File: src/shared/sapc_defs.vh
// Constants for the converter power-down and readout control block
`ifndef SAPC_DEFS_VH
`define SAPC_DEFS_VH

// ----------------------------------------
// Clock and timing
// ----------------------------------------
`define SAPC_CLK_PERIOD_PS 5000
`define SAPC_CONV_MAX_PS 4700000
// Conversion time rounds down so completion never exceeds the limit
`define SAPC_CONV_CYCLES (`SAPC_CONV_MAX_PS / `SAPC_CLK_PERIOD_PS)
`define SAPC_REF_SETTLE_MS 12

// ----------------------------------------
// Result layout and coding
// ----------------------------------------
`define SAPC_RES_W 16
`define SAPC_MSB_POS 15
`define SAPC_CODE_STRAIGHT 1'h0
`define SAPC_CODE_OFFSET 1'h1

// ----------------------------------------
// Phase states
// ----------------------------------------
`define SAPC_PH_IDLE 3'h0
`define SAPC_PH_ACQ 3'h1
`define SAPC_PH_CONV 3'h2
`define SAPC_PH_DONE 3'h3
`define SAPC_PH_READ 3'h4

`endif

File: src/hw/sapc_top.v
// Convert-strobe sequencing, power-down selection and three-state readout
`include "sapc_defs.vh"

module sapc_top #(
   parameter RES_W = `SAPC_RES_W,
   parameter CODING = `SAPC_CODE_OFFSET,
   parameter CONV_CYCLES = `SAPC_CONV_CYCLES
) (
   // Clock and reset
   input wire i_mclk,
   input wire i_rst,
   // Host control pins, asynchronous to i_mclk
   input wire i_cs_n,
   input wire i_rd_cnv,
   // Digitised input sample, unsigned from the front end
   input wire [RES_W-1:0] i_sample,
   // End of conversion
   output wire o_eoc_n,
   // Result bus as two signals per line, value and enable
   output wire [RES_W-1:0] o_result_bus,
   output wire [RES_W-1:0] o_result_bus_oe,
   // Power state of the reference and the acquisition phase flag
   output wire o_ref_on,
   output wire o_acquiring
);

   // ----------------------------------------
   // Local constants
   // ----------------------------------------
   // Cycles per SAR step so the whole search ends inside the limit
   localparam STEP_CYCLES = (CONV_CYCLES - 4) / RES_W;

   // ----------------------------------------
   // Pin synchronisers
   // ----------------------------------------
   wire cs_n_s;
   wire rd_cnv_s;

   sapc_sync #(
      .RESET_VAL(1'b1)
   ) u_sync_cs (
      .i_mclk(i_mclk),
      .i_rst(i_rst),
      .i_async(i_cs_n),
      .o_level(cs_n_s)
   );

   sapc_sync #(
      .RESET_VAL(1'b0)
   ) u_sync_rc (
      .i_mclk(i_mclk),
      .i_rst(i_rst),
      .i_async(i_rd_cnv),
      .o_level(rd_cnv_s)
   );

   // ----------------------------------------
   // Strobe edge detection
   // ----------------------------------------
   reg cs_prev_q;
   wire cs_fall;
   wire cs_rise;

   // Previous strobe level for edge finding
   always @(posedge i_mclk or posedge i_rst) begin
      if (i_rst) begin
         cs_prev_q <= 1'b1;
      end else begin
         cs_prev_q <= cs_n_s;
      end
   end

   assign cs_fall = cs_prev_q & ~cs_n_s;
   assign cs_rise = ~cs_prev_q & cs_n_s;

   // ----------------------------------------
   // Result coding
   // ----------------------------------------
   // Offset binary flips the MSB of the two's complement form; the sample
   // arrives unsigned so offset binary equals it, straight binary likewise
   function [RES_W-1:0] sapc_code;
      input [RES_W-1:0] raw;
      input coding;
      begin
         if (coding == `SAPC_CODE_OFFSET) begin
            sapc_code = raw;
         end else begin
            sapc_code = raw;
         end
      end
   endfunction

   // ----------------------------------------
   // SAR engine
   // ----------------------------------------
   reg start_q;
   wire sar_done;
   wire [RES_W-1:0] sar_code;
   reg [RES_W-1:0] held_q;

   sapc_sar #(
      .RES_W(RES_W),
      .STEP_CYCLES(STEP_CYCLES)
   ) u_sar (
      .i_mclk(i_mclk),
      .i_rst(i_rst),
      .i_start(start_q),
      .i_sample(held_q),
      .o_done(sar_done),
      .o_code(sar_code)
   );

   // ----------------------------------------
   // Phase state machine
   // ----------------------------------------
   reg [2:0] phase_q;
   reg [2:0] phase_d;
   reg shut_sel_q;
   reg ref_on_q;
   reg eoc_n_q;
   reg [RES_W-1:0] result_q;
   reg bus_oe_q;

   // Next phase from the strobe edges, the sampled select and SAR completion
   always @* begin
      phase_d = phase_q;
      case (phase_q)
         `SAPC_PH_IDLE: begin
            if (cs_fall && !rd_cnv_s) begin
               phase_d = `SAPC_PH_ACQ;
            end
         end
         `SAPC_PH_ACQ: begin
            if (cs_fall) begin
               phase_d = `SAPC_PH_CONV;
            end
         end
         `SAPC_PH_CONV: begin
            if (sar_done) begin
               phase_d = `SAPC_PH_DONE;
            end
         end
         `SAPC_PH_DONE: begin
            if (cs_fall && rd_cnv_s) begin
               phase_d = `SAPC_PH_READ;
            end
         end
         `SAPC_PH_READ: begin
            if (cs_rise) begin
               phase_d = `SAPC_PH_IDLE;
            end
         end
         default: begin
            phase_d = `SAPC_PH_IDLE;
         end
      endcase
   end

   // Phase register, mode capture, sample hold and conversion start
   always @(posedge i_mclk or posedge i_rst) begin
      if (i_rst) begin
         phase_q <= `SAPC_PH_IDLE;
         shut_sel_q <= 1'b0;
         held_q <= {RES_W{1'b0}};
         start_q <= 1'b0;
      end else begin
         phase_q <= phase_d;
         start_q <= 1'b0;
         if (phase_q == `SAPC_PH_ACQ && cs_fall) begin
            shut_sel_q <= rd_cnv_s;
            held_q <= i_sample;
            start_q <= 1'b1;
         end
      end
   end

   // Reference power: on from wake-up, off after a shutdown-mode conversion
   always @(posedge i_mclk or posedge i_rst) begin
      if (i_rst) begin
         ref_on_q <= 1'b0;
      end else if (phase_q == `SAPC_PH_IDLE && cs_fall && !rd_cnv_s) begin
         ref_on_q <= 1'b1;
      end else if (phase_q == `SAPC_PH_CONV && sar_done) begin
         ref_on_q <= ~shut_sel_q;
      end
   end

   // End-of-conversion flag and captured result
   always @(posedge i_mclk or posedge i_rst) begin
      if (i_rst) begin
         eoc_n_q <= 1'b1;
         result_q <= {RES_W{1'b0}};
      end else if (phase_q == `SAPC_PH_CONV && sar_done) begin
         eoc_n_q <= 1'b0;
         result_q <= sapc_code(sar_code, CODING);
      end else if (phase_q == `SAPC_PH_ACQ) begin
         eoc_n_q <= 1'b1;
      end
   end

   // Bus drive only in the read phase
   always @(posedge i_mclk or posedge i_rst) begin
      if (i_rst) begin
         bus_oe_q <= 1'b0;
      end else begin
         bus_oe_q <= (phase_d == `SAPC_PH_READ);
      end
   end

   // ----------------------------------------
   // Outputs
   // ----------------------------------------
   assign o_eoc_n = eoc_n_q;
   assign o_result_bus = result_q;
   assign o_result_bus_oe = {RES_W{bus_oe_q}};
   assign o_ref_on = ref_on_q;
   assign o_acquiring = (phase_q == `SAPC_PH_ACQ);

endmodule

File: src/hw/sapc_sync.v
// Three-stage synchroniser with agreement on the last two stages
module sapc_sync #(
   parameter RESET_VAL = 1'b0
) (
   // Clock and reset
   input wire i_mclk,
   input wire i_rst,
   // Async input and clean level
   input wire i_async,
   output wire o_level
);

   reg s1_q;
   reg s2_q;
   reg s3_q;
   reg lvl_q;

   // Shift chain; a change is taken once stages two and three agree
   always @(posedge i_mclk or posedge i_rst) begin
      if (i_rst) begin
         s1_q <= RESET_VAL;
         s2_q <= RESET_VAL;
         s3_q <= RESET_VAL;
         lvl_q <= RESET_VAL;
      end else begin
         s1_q <= i_async;
         s2_q <= s1_q;
         s3_q <= s2_q;
         if (s2_q == s3_q) begin
            lvl_q <= s3_q;
         end
      end
   end

   assign o_level = lvl_q;

endmodule

File: src/hw/sapc_sar.v
// Successive-approximation engine that resolves one bit per step
module sapc_sar #(
   parameter RES_W = 16,
   parameter STEP_CYCLES = 58
) (
   // Clock and reset
   input wire i_mclk,
   input wire i_rst,
   // Control
   input wire i_start,
   input wire [RES_W-1:0] i_sample,
   // Result
   output wire o_done,
   output wire [RES_W-1:0] o_code
);

   reg [RES_W-1:0] code_q;
   reg [RES_W-1:0] trial_q;
   reg [15:0] tick_q;
   reg busy_q;
   reg done_q;

   // Binary search: keep each trial bit while the sample is not below it
   always @(posedge i_mclk or posedge i_rst) begin
      if (i_rst) begin
         code_q <= {RES_W{1'b0}};
         trial_q <= {RES_W{1'b0}};
         tick_q <= 16'h0000;
         busy_q <= 1'b0;
         done_q <= 1'b0;
      end else begin
         done_q <= 1'b0;
         if (i_start) begin
            code_q <= {RES_W{1'b0}};
            trial_q <= {1'b1, {(RES_W-1){1'b0}}};
            tick_q <= 16'h0000;
            busy_q <= 1'b1;
         end else if (busy_q) begin
            if (tick_q == STEP_CYCLES - 1) begin
               tick_q <= 16'h0000;
               if (i_sample >= (code_q | trial_q)) begin
                  code_q <= code_q | trial_q;
               end
               trial_q <= trial_q >> 1;
               if (trial_q[0]) begin
                  busy_q <= 1'b0;
                  done_q <= 1'b1;
               end
            end else begin
               tick_q <= tick_q + 16'h0001;
            end
         end
      end
   end

   assign o_done = done_q;
   assign o_code = code_q;

endmodule

File: config.mk
export PLATFORM = sky130hd
export DESIGN_NAME = sapc_top
export DESIGN_NICKNAME = d
export VERILOG_FILES = /design/src/hw/sapc_top.v /design/src/hw/sapc_sync.v /design/src/hw/sapc_sar.v
export VERILOG_INCLUDE_DIRS = /design/src /design/src/shared
export SDC_FILE = /design/constraint.sdc
export NUM_CORES = 1
export LEC_CHECK = 0
export BUFFER_PORTS_ARGS = -buffer_cell sky130_fd_sc_hd__buf_2
export CAP_MARGIN = 25
export CORE_ASPECT_RATIO = 0.8
export CORE_MARGIN = 2
export CORE_UTILIZATION = 35
export CTS_CLUSTER_SIZE = 25
export DETAILED_ROUTE_END_ITERATION = 10
export PLACE_DENSITY = 0.6
export SYNTH_ARGS = -nofsm -noshare
export SYNTH_HDL_FRONTEND = slang
export SYNTH_SLANG_ARGS = --single-unit
File: constraint.sdc
create_clock -name i_mclk -period 4.3 [get_ports i_mclk]
set_input_delay 0.215 -clock i_mclk [delete_from_list [all_inputs] [get_ports i_mclk]]
set_output_delay 0.215 -clock i_mclk [all_outputs]
set_load 0.05 [all_outputs]
==> results of run 1 <==
metal layers:
metal | GRT usage [%] | up-vias
met3 | 4.87 | 5
met4 | 2.51 | 0
li1 | - | 1561
met5 | 0 | -
met2 | 22.2 | 73
met1 | 20.3 | 1578
registers in the layout (all words and copies together), names as in the netlist, 3 cells and up:
register	flops
held_q	16
o_result_bus	16
phase_q	3
u_sar.o_code	16
u_sar.tick_q	16
u_sar.trial_q	16
cell type report:
type	instances	area share (%)
inverters	10	0.775
clock buffers	14	5.11
repair buffers	59	6.05
multi-input cells	291	34.6
well taps	175	4.24
flip-flops and latches	99	48.1
clock inverters	2	1.16
kinds of logic (layout without fill, tap and decap cells):
kind of cell,after synthesis,after routing,synth area share [%]
mux,18,18,4.47
xor+xnor,12,12,2.33
flops,99,99,55.1
fa+ha+maj,20,20,5.44
compound gates,62,62,9.13
simple gates,179,179,18.3
buf+inv,42,85,5.24
critical path, cell delays in order, from the launching register on:
cell and delay (ns):
dfrtp_1 0.42, inv_1 0.07, ha_1 0.15, or4b_1 0.51
nor4_1 0.51, nand2_1 0.47, nand2_1 0.48, nor2_1 0.10
power groups by stage:
stage | Clock (mW) | Sequential [mW] | Combinational [mW]
final | 0.878 | 1.20 | 0.691
after global routing | 0.943 | 1.22 | 0.802
after CTS | 0.895 | 1.20 | 0.698
after detailed placement | 0 | 1.21 | 0.693
after global placement | 0 | 1.21 | 0.670
after floorplan | 0 | 1.19 | 0.571
synthesized netlist by cell type, drive strengths merged, types with 8 or more instances:
library cell / n
nor2: 40
a32o: 15
nand3: 24
dfrtp: 93
a21oi: 30
o21ai: 8
mux2: 17
clkbuf: 10
nand2: 85
inv: 8
buf: 22
ha: 18
worst paths after layout:
path                                  from               to
setup / recovery           u_sar.tick_q[1]  u_sar.tick_q[4]
hold / removal                 i_sample[2]        held_q[2]
setup reg to reg           u_sar.tick_q[1]  u_sar.tick_q[4]
hold reg to reg             u_sync_rc.s1_q   u_sync_rc.s2_q
max in group asynchronous            i_rst          o_eoc_n
min in group asynchronous            i_rst        held_q[2]
metrics by stage:
step                util [%]  instance area [um2]
floorplan                  -                 4510
CTS                     40.6                 5170
global placement        37.9                 4820
finish                  40.6                 5170
global route            40.6                 5170
detailed placement      37.9                 4820
==> qor.yml, run 1 <==
min_path_type: "input port to register"
seq_area_mm2: 0.00248
setup-violations-final: 0
worst-r2r-cell-count: 7
postCtsHoldBufs: 2
yosysTopAreaCellShare_pct: 51.6
layout_commonest_cell: "dfrtp_1"
end_kind: "register"
clk_pin_slew_ns: 0.07
yosys_warnings: 0
min_period_ns: 2.85
p_per_area_mw_per_mm2: 535
clock.fmax_ghz: 0.351
yosys-top-cells-area: "dfrtp_1, nand2_1, ha_1"
drv_slew: 0
crit_type: "register to register"
p_clk_share_pct: 31.7
holdWs_ns: 0.0627
chipHeight_um: 106
critPathArrivalTime_ns: 3.06
peakVddDrop_v: 0.000226
core_mm2: 0.0127
overflow: 0
yosysSeqAreaShare_pct: 55.1
post-place-ws_ns: 1.48
grt_use_total_pct: 14.5
drive_gt1_share_pct: 21.1
clk_path_buf_depth: 2
rsz0062_at_grt: "no"
wire_per_inst_um: 14.0
clock-sinks: 99
netlist.top_cell.by_area: "dfrtp_1"
synth_seq_cells: 99
multiInputGateArea_mm2: 0.00179
synth-edff-count: 0
crit_fanout: 17
synthCells: 432
intPower_mw: 1.84
cts_tree: "built"
power.switching_mw: 0.923
grt_first_pass_wirelength_um: 15700
drv_cap: 0
grt_pass1_vias: 3157
antenna_found_initial: 0
seq_power_share_pct: 43.3
worst_clock_skew_ns: 0.00710
p_leak_nw: 2.49
wl_met1_um: 4500
clock_latency_ns: 0.34
mostFrequentLayoutCells: "dfrtp_1, nand2_1, buf_2"
setup_slack_ns: 1.45
io_pins: 55
highest-signal-layer: "met4"
hold_depth: 3
p_comb_share_pct: 25.0
initial_core_util_pct: 35.4
dr.pass1.iters: 4
rows: 37
worst_slew_pin_slew_ns: 0.902
route.antenna.remaining_nets: 0
tns_ns: 0
die_x_um: 131
synth_nets: 470
startpoint_type: "register"
cts_inserted_buffers: 9
diodes: 0
final_cells: 650
port_buffers: 54
slew_headroom_pct: 39.9
post_cts_buffers: 0
place_inst: 632
cts_resized: 0
fin_crit_sh_pct: 66.2
drt-total-wl_um: 9110
dp_hpwl_um: 6400
dr_wl_met3_um: 383
power_mw: 2.77
met2_length_um: 4170
gp_congestion: 0.848
area_growth_pct: 14.6
avgSynthCellArea_um2: 10.4
ys_types: 46
reg2reg_slack_ns: 1.45
via_per_inst: 4.95
hold_violations: 0
async_reset_ff_share_pct: 100
ys.flop_type: "dfrtp_1"
swShare_pct: 33.4
htreeDepth: 3
die_area_mm2: 0.0138
cts_root_buffer: "clkbuf_16"
grt_start_max_net_pins: 74
num-fill-cells: 1219
syn_area_mm2: 0.00451
crit_required_ns: 4.51
final_nets: 508
status: "completed"
vias: 3217
drtIter0Drc: 197
drc_errors: 0
Note: power is estimated with default switching activity, not from simulation.
==> run 2, diff against run 1 <==
==> constraint.sdc (replaced) <==
create_clock -name i_mclk -period 2.9 [get_ports i_mclk]
set_input_delay 0.145 -clock i_mclk [delete_from_list [all_inputs] [get_ports i_mclk]]
set_output_delay 0.145 -clock i_mclk [all_outputs]
set_load 0.05 [all_outputs]
==> run 2 against run 1 <==
  * Sequential share of layout area shrank 1.4 points
  * Clock skew grew 0.0034 ns
  * Routed wire length grew 2.0%
  * Global-route usage grew 0.18 points
  * Design area grew 2.9%
  * Sequential cell count is the same
  * First-iteration DRC count grew 0.51%
  * Non-clock buffer count grew 21
  * Final cell count grew 3.2%
  * Register-to-register slack lost 0.96 ns
  * Critical endpoint is now u_sar.o_code[4]
  * Largest cell class unchanged
==> qor.yml, run 2 (same netlist as run 1, synthesis figures left out) <==
status: "completed"
post_cts_buffers: 0
setup-violations-final: 0
utilization_pct: 41.8
antenna_found_initial: 1
holdWs_ns: 0.00263
r2r_start: "u_sar.trial_q[0]"
cts_inserted_buffers: 9
drv_slew: 0
die_x_um: 131
drive_gt1_share_pct: 21.8
drt-total-wl_um: 9290
min_path_type: "input port to register"
port_buffers: 54
dr.pass1.iters: 4
whs_endpoint: "held_q[12]"
dp_hpwl_um: 6440
drtIter0Drc: 198
cts_root_buffer: "clkbuf_16"
postCtsHoldBufs: 16
clock.fmax_ghz: 0.416
worst-r2r-cell-count: 8
chipHeight_um: 106
hold_depth: 3
grt_use_total_pct: 14.7
wire_per_inst_um: 13.8
crit_required_ns: 3.13
hp-start: "i_sample[12]"
die_area_mm2: 0.0138
area_growth_pct: 18.0
clock_latency_ns: 0.34
rsz0062_at_grt: "no"
gp_congestion: 0.778
worst_slew_pin_slew_ns: 0.789
r2r-end: "u_sar.o_code[4]"
vias: 3295
cts_resized: 0
min_period_ns: 2.41
clk_path_buf_depth: 2
p_per_area_mw_per_mm2: 749
p_leak_nw: 2.56
initial_core_util_pct: 35.4
crit_type: "register to register"
via_per_inst: 4.91
cts_tree: "built"
startpoint_type: "register"
peakVddDrop_v: 0.000350
end_kind: "register"
tns_ns: 0
grt_pass1_vias: 3279
drc_errors: 0
clk_pin_slew_ns: 0.07
power_mw: 3.99
crit_start: "u_sar.trial_q[0]"
worst_clock_skew_ns: 0.0105
layout_commonest_cell: "dfrtp_1"
core_mm2: 0.0127
drv_cap: 0
slew_headroom_pct: 47.4
hold_violations: 0
final_nets: 529
grt_first_pass_wirelength_um: 15900
critPathArrivalTime_ns: 2.63
grt_start_max_net_pins: 63
overflow: 0
crit_fanout: 16
mostFrequentLayoutCells: "dfrtp_1, nand2_1, buf_2"
route.antenna.remaining_nets: 0
diodes: 0
reg2reg_slack_ns: 0.49
io_pins: 55
htreeDepth: 3
clock-sinks: 99
rows: 37
fin_crit_sh_pct: 83.0
[run 2: power by group]
part / switching (mW) / internal [mW]
registers: 0.168 / 1.58
clock network: 0.505 / 0.583
logic: 0.749 / 0.398
[run 2: worst max-delay path: stages, from the launching register on]
cell and delay [ns]:
dfrtp_1 0.39, or2_2 0.31, ha_1 0.26, nand2b_1 0.14
a2111oi_0 0.44, or4_1 0.19, nand3_1 0.07, buf_4 0.21
a32o_1 0.27
[run 2: worst max path at each step]
stage | endpoint | cells past startpoint
after floorplan | bus_oe_q | 1
after global placement | u_sar.o_code[5] | 8
after detailed placement | u_sar.o_code[13] | 8
after CTS | u_sar.o_code[4] | 8
after global routing | u_sar.tick_q[12] | 7
final | u_sar.o_code[4] | 8
[run 2: per-layer routing]
layer	wire, um	track usage [%]	vias up	share of wire, %
met2	4240	22.3	59	46
met5	0	0	-	0
met1	4640	20.8	1626	50
li1	-	-	1605	-
met3	332	4.01	5	3.6
met4	73	4.03	0	0.79
[run 2: area by class of cell]
cell class | count | area, um2
Fill cell | 1226 | 7410
Sequential cell | 99 | 2480
Multi-Input combinational cell | 291 | 1790
Timing Repair Buffer | 80 | 518
Clock buffer | 12 | 236
Tap cell | 175 | 219
Inverter | 10 | 40.0
Clock inverter | 4 | 27.5
[run 2: stage by stage]
stage / area [um2] / setup slack (ns) / std cells
floorplan: 4510 / 0.175 / 432
global placement: 4890 / 0.579 / 639
detailed placement: 4890 / 0.491 / 639
CTS: 5320 / 0.472 / 671
global route: 5320 / 0.308 / 671
finish: 5320 / 0.494 / 671
==> run 3, diff against run 2 <==
--- a/config.mk
+++ b/config.mk
@@ -13,7 +13,7 @@
 export CORE_UTILIZATION = 35
 export CTS_CLUSTER_SIZE = 25
 export DETAILED_ROUTE_END_ITERATION = 10
-export PLACE_DENSITY = 0.6
+export PLACE_DENSITY = 0.62
 export SYNTH_ARGS = -nofsm -noshare
 export SYNTH_HDL_FRONTEND = slang
 export SYNTH_SLANG_ARGS = --single-unit
==> constraint.sdc (replaced) <==
create_clock -name i_mclk -period 2.2 [get_ports i_mclk]
set_input_delay 0.11 -clock i_mclk [delete_from_list [all_inputs] [get_ports i_mclk]]
set_output_delay 0.11 -clock i_mclk [all_outputs]
set_load 0.05 [all_outputs]
==> run 3 against run 2 <==
  * Total power grew 42%
  * Final cell count is 3.3% higher
  * Global-route usage about the same
  * Critical path depth unchanged
  * Clock power is 33% higher
  * Setup slack worse by 0.41 ns
  * Non-clock buffer count increased by 22
  * Utilization increased by 2.4 points
  * Sequential cell count unchanged
  * Register-to-register slack worse by 0.41 ns
==> qor.yml, run 3 (same netlist as run 1, synthesis figures left out) <==
drtIter0Drc: 254
core_mm2: 0.0127
worst_clock_skew_ns: 0.0136
drv_slew: 0
clk_pin_slew_ns: 0.07
layout_commonest_cell: "dfrtp_1"
die_x_um: 131
via_per_inst: 4.86
crit_required_ns: 2.43
placed_area_mm2: 0.00506
drive_gt1_share_pct: 26.4
drv_cap: 0
clock_latency_ns: 0.35
dp_hpwl_um: 6610
drc_errors: 0
peakVddDrop_v: 0.000458
clk_path_buf_depth: 2
wire_per_inst_um: 13.8
mostFrequentLayoutCells: "dfrtp_1, nand2_1, buf_2"
setup-violations-final: 0
fin_crit_sh_pct: 96.3
worst_slew_pin_slew_ns: 0.850
tns_ns: 0
p_per_area_mw_per_mm2: 1010
vias: 3369
worst-r2r-cell-count: 8
crit_fanout: 8
slew_headroom_pct: 43.2
critPathArrivalTime_ns: 2.35
die_area_mm2: 0.0138
initial_core_util_pct: 35.4
place_inst: 656
grt_use_total_pct: 14.7
antenna_found_initial: 0
route.antenna.remaining_nets: 0
overflow: 0
startpoint_type: "register"
port_buffers: 54
diodes: 0
cts_inserted_buffers: 9
grt_pass1_vias: 3310
cts_tree: "built"
chipHeight_um: 106
p_leak_nw: 2.70
drt-total-wl_um: 9590
slowest_delay_ns: 0.38
grt_first_pass_wirelength_um: 16000
area_growth_pct: 24.8
min_path_type: "register to register"
end_kind: "register"
dr.pass1.iters: 4
setup_slack_ns: 0.0823
rows: 37
hold_violations: 0
gp_congestion: 0.782
slowest_stage: "dfrtp_1"
clock.fmax_ghz: 0.472
final_cells: 693
htreeDepth: 3
io_pins: 55
post-place-ws_ns: -0.0335
grt_start_max_net_pins: 38
clock-sinks: 99
design_area_mm2: 0.00563
min_period_ns: 2.12
crit_type: "register to register"
hold_depth: 0
cp_cell_sequence: "or2_4 > ha_4 > nand2b_4 > a2111oi_4 > or4_4 > nand3_4 > clkbuf_16 > a32o_1"
cts_root_buffer: "clkbuf_16"
status: "completed"
final_nets: 551
## run 3: routing by layer
metal | global-route usage [%] | routed length [um] | part of all wire, %
met4 | 4.10 | 123 | 1.3
met5 | 0 | 0 | 0
met1 | 20.6 | 4650 | 48
met3 | 3.50 | 418 | 4.4
met2 | 22.6 | 4400 | 46
## run 3: cell type report
type	instances	area [um2]
Tap cell	175	219
Fill cell	1198	7100
Clock inverter	6	40.0
Timing Repair Buffer	102	746
Sequential cell	99	2480
Inverter	10	41.3
Multi-Input combinational cell	291	1870
Clock buffer	10	229
## run 3: worst paths after layout
check,startpoint,to,slack [ns]
hold / removal,u_sync_rc.s1_q,u_sync_rc.s2_q,0.35
setup reg to reg,u_sar.trial_q[0],u_sar.o_code[10],0.08
setup / recovery,u_sar.trial_q[0],u_sar.o_code[10],0.08
hold reg to reg,u_sync_rc.s1_q,u_sync_rc.s2_q,0.35
max in group asynchronous,i_rst,cs_prev_q,1.01
min in group asynchronous,i_rst,held_q[5],0.47
## run 3: metrics by stage
| step | total power [mW] | hold WS (ns) | utilization, % |
|---|---|---|---|
| 6_report | 5.66 | 0.350 | 44.2 |
| 5_1_grt | 6.03 | 0.364 | 44.2 |
| 4_1_cts | 5.45 | 0.350 | 43.4 |
| 3_5_place_dp | 3.97 | 0.223 | 39.7 |
| 3_3_place_gp | 3.90 | 0.225 | 39.7 |
| 2_1_floorplan | 3.51 | 0.114 | - |
## run 3: repair_timing
action                     4_1_cts  5_1_grt
setup buffers                    0        1
pin swaps                        3        5
hold buffers                    19        0
setup endpoints to repair       22       44
cloned                           0        1
hold endpoints to repair        53        0
gates resized for setup          1       11
## run 3: report_power, final
group          internal (mW)  switching (mW)
Sequential              2.09           0.214
Clock                  0.769           0.677
Combinational          0.800            1.11
## run 3: critical path, delay by kind of cell, from the launching register on
family,cells,cell delay [ns]
AOI/OAI and AO/OA,2,0.57
and+or+nand+nor,4,0.67
DFF,1,0.38
adders and majority gates,1,0.21
buffers and inverters,1,0.19
